File: src/logic/ubrg_regs.svh
// Register offsets, field positions, reset values and limits of the
// baud rate generator. Included by every design file that needs them.
`ifndef UBRG_REGS_SVH
`define UBRG_REGS_SVH

`define UBRG_ADDR_W 4
`define UBRG_OFS_BAUD_CTRL 4'h0
`define UBRG_OFS_MODE 4'h4
`define UBRG_OFS_TX_SHIFT 4'h8
`define UBRG_OFS_STATUS 4'hc

`define UBRG_BAUD_SEL_HI 7
`define UBRG_BAUD_SEL_LO 6
`define UBRG_BAUD_K_HI 4
`define UBRG_BAUD_K_LO 0
`define UBRG_BAUD_CTRL_RESET 8'h08

`define UBRG_MODE_POWER 7
`define UBRG_MODE_TX_EN 6
`define UBRG_MODE_RX_EN 5
`define UBRG_MODE_RESET 8'h00

`define UBRG_K_MIN 5'h08
`define UBRG_K_MAX 5'h1f

`define UBRG_PRE_DIV2_BIT 0
`define UBRG_PRE_DIV8_BIT 2
`define UBRG_PRE_DIV32_BIT 4

`define UBRG_FRAME_BITS 5'h0a

`endif

File: src/logic/ubrg_pkg.sv
// Types shared by the baud rate generator files.
// Assumes nothing of its surroundings.
package ubrg_pkg;

	typedef enum logic [1:0] {
		UBRG_SRC_TIMER,
		UBRG_SRC_DIV2,
		UBRG_SRC_DIV8,
		UBRG_SRC_DIV32
	} ubrg_src_e;

	typedef struct packed {
		logic cyc;
		logic stb;
		logic we;
		logic [3:0] adr;
		logic [3:0] sel;
		logic [31:0] dat;
	} ubrg_wb_req_s;

	typedef struct packed {
		logic ack;
		logic [31:0] dat;
	} ubrg_wb_rsp_s;

	typedef struct packed {
		logic base_clk;
		logic tx_clk;
		logic rx_clk;
		logic rx_sample;
		logic rx_active;
	} ubrg_clk_out_s;

endpackage

File: src/logic/ubrg_top.sv
// Dedicated baud rate generator of an asynchronous serial port, with its
// control registers on a classic Wishbone slave.
// Assumes one clock mclk, a synchronous reset, and that the serial
// receive line and the timer output arrive asynchronously.
//
// The placing of the registers and the Wishbone slave port were chosen for this implementation.
`timescale 1ns/1ps
`include "ubrg_regs.svh"

module ubrg_top #(
	parameter int CW = 5,
	parameter logic [4:0] FRAME_BITS = `UBRG_FRAME_BITS
) (
	input wire logic mclk,
	input wire logic rst,
	input wire ubrg_pkg::ubrg_wb_req_s wb_req,
	output ubrg_pkg::ubrg_wb_rsp_s wb_rsp,
	input wire logic serial_rx_line,
	input wire logic timer_output_source,
	output ubrg_pkg::ubrg_clk_out_s clk_out
);
	import ubrg_pkg::*;

	typedef enum logic [1:0] {
		UBRG_RX_IDLE,
		UBRG_RX_HUNT,
		UBRG_RX_FRAME
	} ubrg_rx_state_e;

	logic [7:0] baud_generator_control;
	logic [7:0] serial_operation_mode_reg;
	logic serial_power_bit;
	logic tx_enable_bit;
	logic rx_enable_bit;
	ubrg_src_e clk_sel;
	logic [CW-1:0] divisor_k_field;

	logic bus_req;
	logic wr_strobe;
	logic [CW-1:0] next_k;
	logic [31:0] next_rd;

	logic base_clk;
	logic base_tick;

	logic tx_run;
	logic tx_first_pending;
	logic tx_restart;
	logic [CW-1:0] tx_count;
	logic tx_serial_clk;

	logic rx_run;
	logic rx_restart;
	logic [CW-1:0] rx_count;
	logic rx_serial_clk;
	logic rx_half;

	logic rx_meta;
	logic rx_sync;
	logic rx_prev;
	logic rx_fall;

	ubrg_rx_state_e rx_state;
	ubrg_rx_state_e next_rx_state;
	logic [5:0] rx_halves;
	logic [5:0] frame_halves;
	logic rx_sample;
	logic next_rx_sample;

	assign serial_power_bit = serial_operation_mode_reg[`UBRG_MODE_POWER];
	assign tx_enable_bit = serial_operation_mode_reg[`UBRG_MODE_TX_EN];
	assign rx_enable_bit = serial_operation_mode_reg[`UBRG_MODE_RX_EN];
	assign clk_sel = ubrg_src_e'(baud_generator_control[
		`UBRG_BAUD_SEL_HI:`UBRG_BAUD_SEL_LO]);
	assign divisor_k_field = baud_generator_control[
		`UBRG_BAUD_K_HI:`UBRG_BAUD_K_LO];

	// Wishbone slave: one wait state, ack for one cycle per request.
	assign bus_req = wb_req.cyc && wb_req.stb && !wb_rsp.ack;
	assign wr_strobe = bus_req && wb_req.we && wb_req.sel[0];

	// A divisor below the minimum would give a bit rate the receive
	// start check cannot follow, so it is raised to the minimum.
	always_comb begin
		next_k = wb_req.dat[`UBRG_BAUD_K_HI:`UBRG_BAUD_K_LO];
		if (next_k < `UBRG_K_MIN) begin
			next_k = `UBRG_K_MIN;
		end
	end

	always_ff @(posedge mclk) begin
		if (rst) begin
			baud_generator_control <= `UBRG_BAUD_CTRL_RESET;
		end else if (wr_strobe && wb_req.adr == `UBRG_OFS_BAUD_CTRL) begin
			baud_generator_control <= {wb_req.dat[7:5], next_k};
		end
	end

	always_ff @(posedge mclk) begin
		if (rst) begin
			serial_operation_mode_reg <= `UBRG_MODE_RESET;
		end else if (wr_strobe && wb_req.adr == `UBRG_OFS_MODE) begin
			serial_operation_mode_reg <= {wb_req.dat[7:5], 5'h00};
		end
	end

	always_comb begin
		next_rd = 32'h0000_0000;
		case (wb_req.adr)
			`UBRG_OFS_BAUD_CTRL: begin
				next_rd = {24'h00_0000, baud_generator_control};
			end
			`UBRG_OFS_MODE: begin
				next_rd = {24'h00_0000, serial_operation_mode_reg};
			end
			`UBRG_OFS_STATUS: begin
				next_rd = {16'h0000, tx_first_pending,
					rx_state == UBRG_RX_FRAME, rx_state == UBRG_RX_HUNT,
					tx_run, 2'h0, rx_serial_clk, tx_serial_clk,
					3'h0, rx_count};
				next_rd[20:16] = tx_count;
			end
			default: begin
				next_rd = 32'h0000_0000;
			end
		endcase
	end

	always_ff @(posedge mclk) begin
		if (rst) begin
			wb_rsp.ack <= 1'b0;
		end else begin
			wb_rsp.ack <= bus_req;
		end
	end

	always_ff @(posedge mclk) begin
		if (rst) begin
			wb_rsp.dat <= 32'h0000_0000;
		end else if (bus_req && !wb_req.we) begin
			wb_rsp.dat <= next_rd;
		end
	end

	// Base clock selection and power gating.
	ubrg_prescaler u_prescaler (
		.mclk(mclk),
		.rst(rst),
		.power(serial_power_bit),
		.src(clk_sel),
		.timer_output_source(timer_output_source),
		.base_clk(base_clk),
		.base_tick(base_tick)
	);

	// Transmit side.
	assign tx_run = serial_power_bit && tx_enable_bit;
	assign tx_restart = wr_strobe && wb_req.adr == `UBRG_OFS_TX_SHIFT &&
		tx_first_pending;

	// Only the first data write after enabling realigns the bit clock;
	// later writes must not disturb a frame already running.
	always_ff @(posedge mclk) begin
		if (rst || !tx_run) begin
			tx_first_pending <= 1'b1;
		end else if (tx_restart) begin
			tx_first_pending <= 1'b0;
		end
	end

	ubrg_half_counter #(
		.CW(CW)
	) u_tx_counter (
		.mclk(mclk),
		.rst(rst),
		.run(tx_run),
		.restart(tx_restart),
		.base_tick(base_tick),
		.k(divisor_k_field),
		.count(tx_count),
		.serial_clk(tx_serial_clk),
		.half_pulse()
	);

	// Receive line synchroniser; the first flop feeds only the second.
	always_ff @(posedge mclk) begin
		rx_meta <= serial_rx_line;
		rx_sync <= rx_meta;
	end

	always_ff @(posedge mclk) begin
		if (rst) begin
			rx_prev <= 1'b1;
		end else begin
			rx_prev <= rx_sync;
		end
	end

	assign rx_fall = rx_prev && !rx_sync;

	// Receive sequencing: idle, start bit check, frame in progress.
	assign frame_halves = {FRAME_BITS, 1'b0} - 6'h01;

	always_comb begin
		next_rx_state = rx_state;
		next_rx_sample = 1'b0;
		case (rx_state)
			UBRG_RX_IDLE: begin
				if (rx_fall) begin
					next_rx_state = UBRG_RX_HUNT;
				end
			end
			UBRG_RX_HUNT: begin
				if (rx_half) begin
					next_rx_sample = 1'b1;
					next_rx_state = rx_sync ? UBRG_RX_IDLE :
						UBRG_RX_FRAME;
				end
			end
			UBRG_RX_FRAME: begin
				if (rx_half && rx_halves[0]) begin
					next_rx_sample = 1'b1;
				end
				if (rx_half && rx_halves == frame_halves) begin
					next_rx_state = UBRG_RX_IDLE;
				end
			end
			default: begin
				next_rx_state = UBRG_RX_IDLE;
			end
		endcase
	end

	always_ff @(posedge mclk) begin
		if (rst || !rx_enable_bit || !serial_power_bit) begin
			rx_state <= UBRG_RX_IDLE;
		end else begin
			rx_state <= next_rx_state;
		end
	end

	// Half bits counted since the start bit was confirmed at its middle.
	always_ff @(posedge mclk) begin
		if (rst || rx_state != UBRG_RX_FRAME) begin
			rx_halves <= 6'h01;
		end else if (rx_half) begin
			rx_halves <= rx_halves + 6'h01;
		end
	end

	always_ff @(posedge mclk) begin
		if (rst || !rx_run) begin
			rx_sample <= 1'b0;
		end else begin
			rx_sample <= next_rx_sample;
		end
	end

	assign rx_run = serial_power_bit && rx_enable_bit &&
		rx_state != UBRG_RX_IDLE;
	assign rx_restart = 1'b0;

	ubrg_half_counter #(
		.CW(CW)
	) u_rx_counter (
		.mclk(mclk),
		.rst(rst),
		.run(rx_run),
		.restart(rx_restart),
		.base_tick(base_tick),
		.k(divisor_k_field),
		.count(rx_count),
		.serial_clk(rx_serial_clk),
		.half_pulse(rx_half)
	);

	// Outputs are registered so that the pins never see decode glitches.
	always_ff @(posedge mclk) begin
		if (rst) begin
			clk_out <= '0;
		end else begin
			clk_out.base_clk <= base_clk;
			clk_out.tx_clk <= tx_serial_clk;
			clk_out.rx_clk <= rx_serial_clk;
			clk_out.rx_sample <= rx_sample;
			clk_out.rx_active <= rx_state == UBRG_RX_FRAME;
		end
	end

endmodule

File: src/logic/ubrg_prescaler.sv
// Source clock selector: turns mclk or the timer output into a base clock
// level and a one-cycle tick per base period, at the rise for the timer and divide-by-2, a cycle before it for divide-by-8 and 32.
// Assumes the timer output is asynchronous to mclk.
`timescale 1ns/1ps
`include "ubrg_regs.svh"

module ubrg_prescaler (
	input wire logic mclk,
	input wire logic rst,
	input wire logic power,
	input wire ubrg_pkg::ubrg_src_e src,
	input wire logic timer_output_source,
	output logic base_clk,
	output logic base_tick
);
	import ubrg_pkg::*;

	logic [4:0] div_cnt;
	logic tmr_meta;
	logic tmr_sync;
	logic tmr_prev;
	logic next_level;
	logic next_tick;

	always_ff @(posedge mclk) begin
		tmr_meta <= timer_output_source;
		tmr_sync <= tmr_meta;
		tmr_prev <= tmr_sync;
	end

	// Stopping the divider while unpowered keeps the first base period whole.
	always_ff @(posedge mclk) begin
		if (rst || !power) begin
			div_cnt <= 5'h00;
		end else begin
			div_cnt <= div_cnt + 5'h01;
		end
	end

	always_comb begin
		next_level = 1'b0;
		next_tick = 1'b0;
		case (src)
			UBRG_SRC_TIMER: begin
				next_level = tmr_sync;
				next_tick = tmr_sync && !tmr_prev;
			end
			UBRG_SRC_DIV2: begin
				next_level = div_cnt[`UBRG_PRE_DIV2_BIT];
				next_tick = div_cnt[`UBRG_PRE_DIV2_BIT:0] == 1'h1;
			end
			UBRG_SRC_DIV8: begin
				next_level = div_cnt[`UBRG_PRE_DIV8_BIT];
				next_tick = div_cnt[`UBRG_PRE_DIV8_BIT:0] == 3'h3;
			end
			UBRG_SRC_DIV32: begin
				next_level = div_cnt[`UBRG_PRE_DIV32_BIT];
				next_tick = div_cnt[`UBRG_PRE_DIV32_BIT:0] == 5'h0f;
			end
			default: begin
				next_level = 1'b0;
				next_tick = 1'b0;
			end
		endcase
	end

	always_ff @(posedge mclk) begin
		if (rst || !power) begin
			base_clk <= 1'b0;
			base_tick <= 1'b0;
		end else begin
			base_clk <= next_level;
			base_tick <= next_tick;
		end
	end

endmodule

File: src/logic/ubrg_half_counter.sv
// One 5-bit programmable counter: counts k base ticks per half bit and
// toggles its serial clock at each half, so a bit spans 2k base ticks.
// Assumes base_tick is a one-cycle pulse on mclk.
`timescale 1ns/1ps
`include "ubrg_regs.svh"

module ubrg_half_counter #(
	parameter int CW = 5
) (
	input wire logic mclk,
	input wire logic rst,
	input wire logic run,
	input wire logic restart,
	input wire logic base_tick,
	input wire logic [CW-1:0] k,
	output logic [CW-1:0] count,
	output logic serial_clk,
	output logic half_pulse
);
	import ubrg_pkg::*;

	logic at_top;

	assign at_top = count == CW'(k - CW'(1));

	always_ff @(posedge mclk) begin
		if (rst || !run || restart) begin
			count <= '0;
		end else if (base_tick) begin
			count <= at_top ? '0 : count + CW'(1);
		end
	end

	always_ff @(posedge mclk) begin
		if (rst || !run || restart) begin
			serial_clk <= 1'b0;
		end else if (base_tick && at_top) begin
			serial_clk <= !serial_clk;
		end
	end

	always_ff @(posedge mclk) begin
		if (rst || !run || restart) begin
			half_pulse <= 1'b0;
		end else begin
			half_pulse <= base_tick && at_top;
		end
	end

endmodule

File: config.mk
export PLATFORM = sky130hd
export DESIGN_NAME = ubrg_top
export DESIGN_NICKNAME = d
export VERILOG_FILES = /design/src/logic/ubrg_pkg.sv /design/src/logic/ubrg_top.sv /design/src/logic/ubrg_prescaler.sv /design/src/logic/ubrg_half_counter.sv
export VERILOG_INCLUDE_DIRS = /design/src /design/src/logic
export SDC_FILE = /design/constraint.sdc
export NUM_CORES = 1
export LEC_CHECK = 0
export ABC_AREA = 0
export BUFFER_PORTS_ARGS = -buffer_cell sky130_fd_sc_hd__buf_2
export CORE_AREA = 2 2 108 110
export DETAILED_ROUTE_END_ITERATION = 16
export DIE_AREA = 0 0 110 112
export GPL_TIMING_DRIVEN = 0
export PLACE_DENSITY = 0.57
export SLEW_MARGIN = 20
export SYNTH_ARGS = -nofsm -noshare
export SYNTH_HDL_FRONTEND = slang
export SYNTH_SLANG_ARGS = --single-unit
File: constraint.sdc
create_clock -name mclk -period 1.8 [get_ports mclk]
set_input_delay 0.09 -clock mclk [delete_from_list [all_inputs] [get_ports mclk]]
set_output_delay 0.09 -clock mclk [all_outputs]
set_load 0.01 [all_outputs]
==> out/results.tsv, run 1 <==
metric	value	unit
pin_count	85	
fin_nets	477	
antenna_found_initial	0	
grt_usage	12.4	%
dp.final_hpwl	5.38	mm
vias	2584	
ant_nets	0	
fillCellCount	1134	
hold_violations	0	
drt_wl_total	7.33	mm
cp_data_required_time	2.01	ns
min_period_over_period	101	%
top_register	wb_rsp	
start_util	29.3	%
grt_pass1_wl	12.0	mm
area_delta_synth_final	26.1	%
dp_cells	543	
tightest_slew	0.586	ns
dr.pass1.iters	4	
cp_top_family	compound AO/OA/AOI/OAI gates	
synth-seq-cells	72	
avgSynthCellArea	9.53	µm²
worstReg2RegStart	baud_generator_control[1]	
crit_type	register to register	
root_buffer	clkbuf_16	
avgRoutedWirePerCell	12.9	µm
clock_latency	0.33	ns
hold_path_end	serial_operation_mode_reg[6]	
synth_flop_cell	dfxtp_1	
crit_arrival	2.04	ns
timing.rr.end	u_rx_counter.count[2]	
cts_tree	done	
fin_ws	-0.0219	ns
numClockSinks	72	
relSlewSlack	61.0	%
max_freq	549	MHz
cts.path.max_buffers	2	
vias_per_cell	4.55	
hold_class	primary input to register	
final_util	37.0	%
finalMaxSlewViolations	0	
die_y	112	µm
maxCapViolCount	0	
crit_chain	inv_4 > ha_4 > o21ba_1 > a221o_1 > a211oi_4 > buf_4 > nor3_1	
yosysUniqueCellTypes	61	
whs_path_depth	3	
r2r_slack	-0.02	ns
largest_reg_flops	20	
drc	0	
clkSlewWorstSetupHoldPaths	0.06	ns
synth_area	3280	µm²
hp-start	wb_req[6]	
crit_buf_inv	2	
cp_slowest_cell	a221o_1	
htree_levels	3	
fp.dieW	110	µm
ys_warn_count	0	
startpoint_type	register	
grt_pass1_vias	2479	
status	finished with violations	
row_count	39	
synthArstFlopShare	0	%
netlist_instances	344	
violations	negative setup slack	
drt_iter0_drc	103	
grt_overflow	0	
ys_seq_area_share	44.0	%
period_needed	1.82	ns
fin_cells	568	
vdd_drop_max	0.000567	V
max_stage_delay	0.39	ns
p_per_area	857	nW/µm²
n_antenna_cell	0	
end_kind	register	
top_regs	wb_rsp: 20 flops, baud_generator_control: 8 flops, rx_halves: 6 flops	
rr_worst_depth	7	
synth_edf_count	0	
fin_skew	0.00794	ns
die-area	12300	µm²
cts_made_buffers	9	
drive_gt1_share	26.1	%
port_buffers	44	
finalSetupViolCount	3	
crit_fanout	5	
grt_max_degree	15	
rsz0062_at_grt	yes	
p_leak	1.69	nW
finalWeightedCongestion	0.790	
coreArea	11200	µm²
[cell families (layout without fill, tap and decap cells)]
family,after synthesis,count (layout),share of synthesized area (%)
AO/OA/AOI/OAI,51,51,11.1
multiplexers,15,15,5.08
XOR/XNOR,22,22,6.30
adder cells (fa/ha/maj),10,10,3.82
AND/OR/NAND/NOR,134,134,22.8
buffers and inverters,39,108,6.79
flip-flops,72,72,44.0
other,1,13,0.114
[worst reg2reg max path: stages (launching register included)]
cell and delay, ns:
dfxtp_4 0.36, inv_4 0.04, ha_4 0.16, o21ba_1 0.18, a221o_1 0.39, a211oi_4 0.35, buf_4 0.18, nor3_1 0.04
[final cells by class]
type / instances / area, µm² / share of cell area [%]
flip-flops and latches: 72 / 1450 / 35.0
clock buffers: 9 / 225 / 5.45
repair buffers: 54 / 303 / 7.32
plain buffers: 29 / 184 / 4.45
well taps: 143 / 179 / 4.33
clock inverters: 7 / 78.8 / 1.91
multi-input cells: 245 / 1680 / 40.7
inverters: 9 / 36.3 / 0.877
[stage by stage]
stage / instance area (µm²) / hold slack [ns] / setup WS (ns) / power, W / TNS [ns]
finish: 4140 / 0.0135 / -0.0219 / 0.00354 / -0.0382
global route: 4140 / 0.00255 / -0.0994 / 0.00367 / -0.370
CTS: 4090 / 0.00342 / 0.00692 / 0.00359 / 0
detailed placement: 3730 / 0.194 / -0.142 / 0.00177 / -0.523
global placement: 3730 / 0.194 / -0.114 / 0.00177 / -0.332
floorplan: 3330 / 0.118 / 0.00279 / 0.00172 / 0
[layout by cell type, fill, tap and decap left out, drive strengths merged, types with 4 or more instances in the layout]
master,Yosys,final
buf,23,73
dfxtp,72,72
nor2,35,35
nand2,21,21
nand3,16,16
clkbuf,7,16
a21oi,15,15
xor2,13,13
conb,1,13
mux2i,11,11
inv,9,11
a22oi,10,10
ha,10,10
xnor2,8,8
nor3,8,8
nor2b,7,7
nand2b,7,7
nand3b,6,6
nand4,6,6
a211oi,5,5
a22o,5,5
and3,4,4
o21ai,4,4
[synth_stat cells, types with 2 or more instances]
master    number  area share, %
or2_2          2           0.38
clkbuf_1       7           0.80
a22o_1         4            1.1
dfxtp_1       72             44
or3_1          3           0.57
mux2i_1       11            3.4
nor2_1        34            3.9
buf_4         14            3.2
o21ai_0        4           0.61
mux2_2         3            1.0
nor3_1         7            1.1
nand2b_1       7            1.3
a211oi_1       4           0.92
nand3_1       16            2.4
or3b_1         2           0.53
nand4_1        6            1.1
xnor2_1        8            2.1
a21oi_1       15            2.3
inv_1          9            1.0
a22oi_1       10            2.3
xor2_1        13            3.5
nor3b_1        2           0.46
nand3b_1       6            1.4
buf_6          2           0.69
buf_2          7            1.1
ha_1          10            3.8
nor4_1         2           0.38
and3_1         4           0.76
and2_1         2           0.38
nor2b_1        7            1.3
nand2_1       21            2.4
[metal layers]
layer	wire (µm)	GRT usage, %	part of all wire, %	vias up
met4	26	2.87	0.35	0
met3	389	4.27	5.3	2
li1	-	-	-	1331
met5	0	0	0	-
met2	3400	19.5	46	55
met1	3520	16.4	48	1196
[where the power goes]
part / leakage, nW / switching, W / internal (W)
Clock: 0.139 / 0.000716 / 0.00108
Combinational: 0.969 / 0.0000753 / 0.0000623
Sequential: 0.583 / 0.00000410 / 0.00160
Total: 1.69 / 0.000796 / 0.00275
[repair_timing]
action	CTS	global route
hold buffers	3	0
pin swaps	3	4
endpoints found under the hold margin	3	0
resized for setup	5	5
setup endpoints to repair	8	9
setup buffers	1	6
[worst max-delay path by stage]
stage | from | to | slack, ns | cells past startpoint
2_1_floorplan | baud_generator_control[0] | u_rx_counter.serial_clk | 0.003 | 7
3_3_place_gp | baud_generator_control[0] | u_rx_counter.serial_clk | -0.11 | 7
3_5_place_dp | baud_generator_control[0] | u_rx_counter.serial_clk | -0.14 | 7
4_1_cts | baud_generator_control[0] | u_rx_counter.serial_clk | 0.007 | 7
5_1_grt | baud_generator_control[1] | u_rx_counter.count[2] | -0.1 | 7
6_report | baud_generator_control[1] | u_rx_counter.count[2] | -0.02 | 7
Note: power is estimated with default switching activity, not from simulation.
==> run 2, diff against run 1 <==
--- a/config.mk
+++ b/config.mk
@@ -11,7 +11,6 @@
 export CORE_AREA = 2 2 108 110
 export DETAILED_ROUTE_END_ITERATION = 16
 export DIE_AREA = 0 0 110 112
-export GPL_TIMING_DRIVEN = 0
 export PLACE_DENSITY = 0.57
 export SLEW_MARGIN = 20
 export SYNTH_ARGS = -nofsm -noshare
==> run 2 against run 1 <==
  * Critical path depth fell by 1
  * The flow now finishes without violations
  * Critical path type unchanged
  * Highest routed layer unchanged
  * Worst setup slack better by 0.11 ns
  * Die area is the same
  * Routed wire length shrank 5.5%
==> out/results.tsv, run 2 (same netlist as run 1, synthesis figures left out) <==
metric	value	unit	change
grt_usage	11.7	%	was 12.4%
end_kind	register		unchanged
grt_pass1_wl	11.4	mm	was 12.0 mm
grt_pass1_vias	2425		was 2479
hold_class	primary input to register		unchanged
finalSetupViolCount	0		was 3
startpoint_type	register		unchanged
vias_per_cell	4.64		was 4.55
htree_levels	3		unchanged
grt_overflow	0		unchanged
drive_gt1_share	23.3	%	was 26.1%
area_delta_synth_final	21.2	%	was 26.1%
min_period_over_period	95.3	%	was 101%
p_leak	1.60	nW	was 1.69 nW
r2r_slack	0.09	ns	was -0.02 ns
finalMaxSlewViolations	0		unchanged
coreArea	11200	µm²	unchanged
timing.rr.end	u_rx_counter.serial_clk		was u_rx_counter.count[2]
drt_wl_total	6.93	mm	was 7.33 mm
drc	0		unchanged
drt_iter0_drc	70		was 103
avgRoutedWirePerCell	12.8	µm	was 12.9 µm
largest_reg_flops	20		unchanged
dp_cells	524		was 543
period_needed	1.71	ns	was 1.82 ns
cts_tree	done		unchanged
hold_violations	0		unchanged
crit_fanout	6		was 5
crit_path_end	u_rx_counter.serial_clk		was u_rx_counter.count[2]
final-seq-area	1450	µm²	about the same
vdd_drop_max	0.000383	V	was 0.000567 V
maxCapViolCount	0		unchanged
startpoint	baud_generator_control[1]		unchanged
clock_latency	0.33	ns	about the same
whs_path_depth	3		unchanged
finalPower	0.00350	W	was 0.00354 W
cts_made_buffers	9		unchanged
grt_max_degree	35		was 15
worstReg2RegStart	baud_generator_control[1]		unchanged
dr.pass1.iters	4		unchanged
rr_worst_depth	6		was 7
top_register	wb_rsp		unchanged
antenna_found_initial	0		unchanged
fillCellCount	1144		was 1134
mostFrequentLayoutCell	dfxtp_1		unchanged
start_util	29.3	%	unchanged
clkSlewWorstSetupHoldPaths	0.06	ns	about the same
vias	2521		was 2584
row_count	39		unchanged
final_cell_mix	dfxtp_1, buf_2, nor2_1, nand2_1, nand3_1		was dfxtp_1, buf_2, nor2_1, nand2_1, buf_4
crit_type	register to register		unchanged
ant_nets	0		unchanged
max_freq	583	MHz	was 549 MHz
pin_count	85		unchanged
rsz0062_at_grt	yes		unchanged
die_y	112	µm	unchanged
top_regs	wb_rsp: 20 flops, baud_generator_control: 8 flops, rx_halves: 6 flops		unchanged
finalWeightedCongestion	0.751		was 0.790
crit_arrival	1.96	ns	was 2.04 ns
root_buffer	clkbuf_16		unchanged
p_per_area	881	nW/µm²	was 857 nW/µm²
fp.dieW	110	µm	unchanged
cts.path.max_buffers	2		unchanged
multi_input_area	1670	µm²	was 1680 µm²
dp.final_hpwl	5.11	mm	was 5.38 mm
fin_skew	0.00865	ns	was 0.00794 ns
n_antenna_cell	0		unchanged
fin_cells	543		was 568
fin_nets	452		was 477
port_buffers	44		unchanged
cp_data_required_time	2.04	ns	was 2.01 ns
die-area	12300	µm²	unchanged
numClockSinks	72		unchanged
status	completed		was finished with violations
## run 2: cell count changes in the layout (fill, tap and decap cells not counted), moves of 2 or more
cell / before / now
buf_2: 50 / 44
buf_6: 2 / 0
clkbuf_1: 7 / 0
buf_4: 21 / 11
dfxtp_2: 1 / 3
## run 2: where the power goes
group | total (W) | switching, W | internal (W)
clock | 0.00178 | 0.000697 | 0.00108
combinational | 0.000113 | 0.0000672 | 0.0000455
sequential | 0.00161 | 0.00000404 | 0.00160
## run 2: area by class of cell
| class | instances | area share, % |
|---|---|---|
| Multi-Input combinational cell | 245 | 42.1 |
| Sequential cell | 72 | 36.4 |
| Timing Repair Buffer | 58 | 8.63 |
| Clock buffer | 9 | 5.67 |
| Tap cell | 143 | 4.50 |
| Clock inverter | 7 | 1.92 |
| Inverter | 9 | 0.850 |
## run 2: metrics by stage
step / worst slack (ns) / instance area [µm²] / util, % / hold slack [ns] / setup TNS [ns]
2_1_floorplan: 0.00279 / 3330 / - / 0.118 / 0
3_3_place_gp: 0.0655 / 3630 / 32.5 / 0.194 / 0
3_5_place_dp: -0.00937 / 3630 / 32.5 / 0.200 / -0.00937
4_1_cts: 0.00819 / 3950 / 35.4 / 0.00305 / 0
5_1_grt: -0.0328 / 3970 / 35.6 / 0.0134 / -0.0328
6_report: 0.0855 / 3970 / 35.6 / 0.0128 / 0
## run 2: worst max-delay path: stages (launching register included)
cell and delay, ns:
dfxtp_2 0.33, inv_2 0.04, ha_4 0.17, o21ba_1 0.16, a221o_1 0.36, a211oi_4 0.34, mux2i_1 0.24
## run 2: worst min-delay path by stage
stage	from	to	slack (ns)
after global placement	timer_output_source	u_prescaler.tmr_meta	0.19
final	wb_req[6]	serial_operation_mode_reg[6]	0.01
after detailed placement	serial_rx_line	rx_meta	0.20
after floorplan	serial_rx_line	rx_meta	0.12
after global routing	wb_req[7]	serial_operation_mode_reg[7]	0.01
after CTS	wb_req[6]	serial_operation_mode_reg[6]	0.003
## run 2: repair_timing
action                     4_1_cts  5_1_grt
setup endpoints to repair        1        4
hold buffers                     2        0
pin swaps                        1        3
resized for setup                0        6
hold endpoints to repair         2        0
setup buffers                    0        1
## run 2: routing by layer
metal | up-vias | share of wire [%] | global-route usage, %
li1 | 1284 | - | -
met5 | - | 0 | 0
met1 | 1190 | 47 | 15.2
met2 | 45 | 48 | 18.7
met4 | 0 | 0.51 | 3.21
met3 | 2 | 4.4 | 3.57
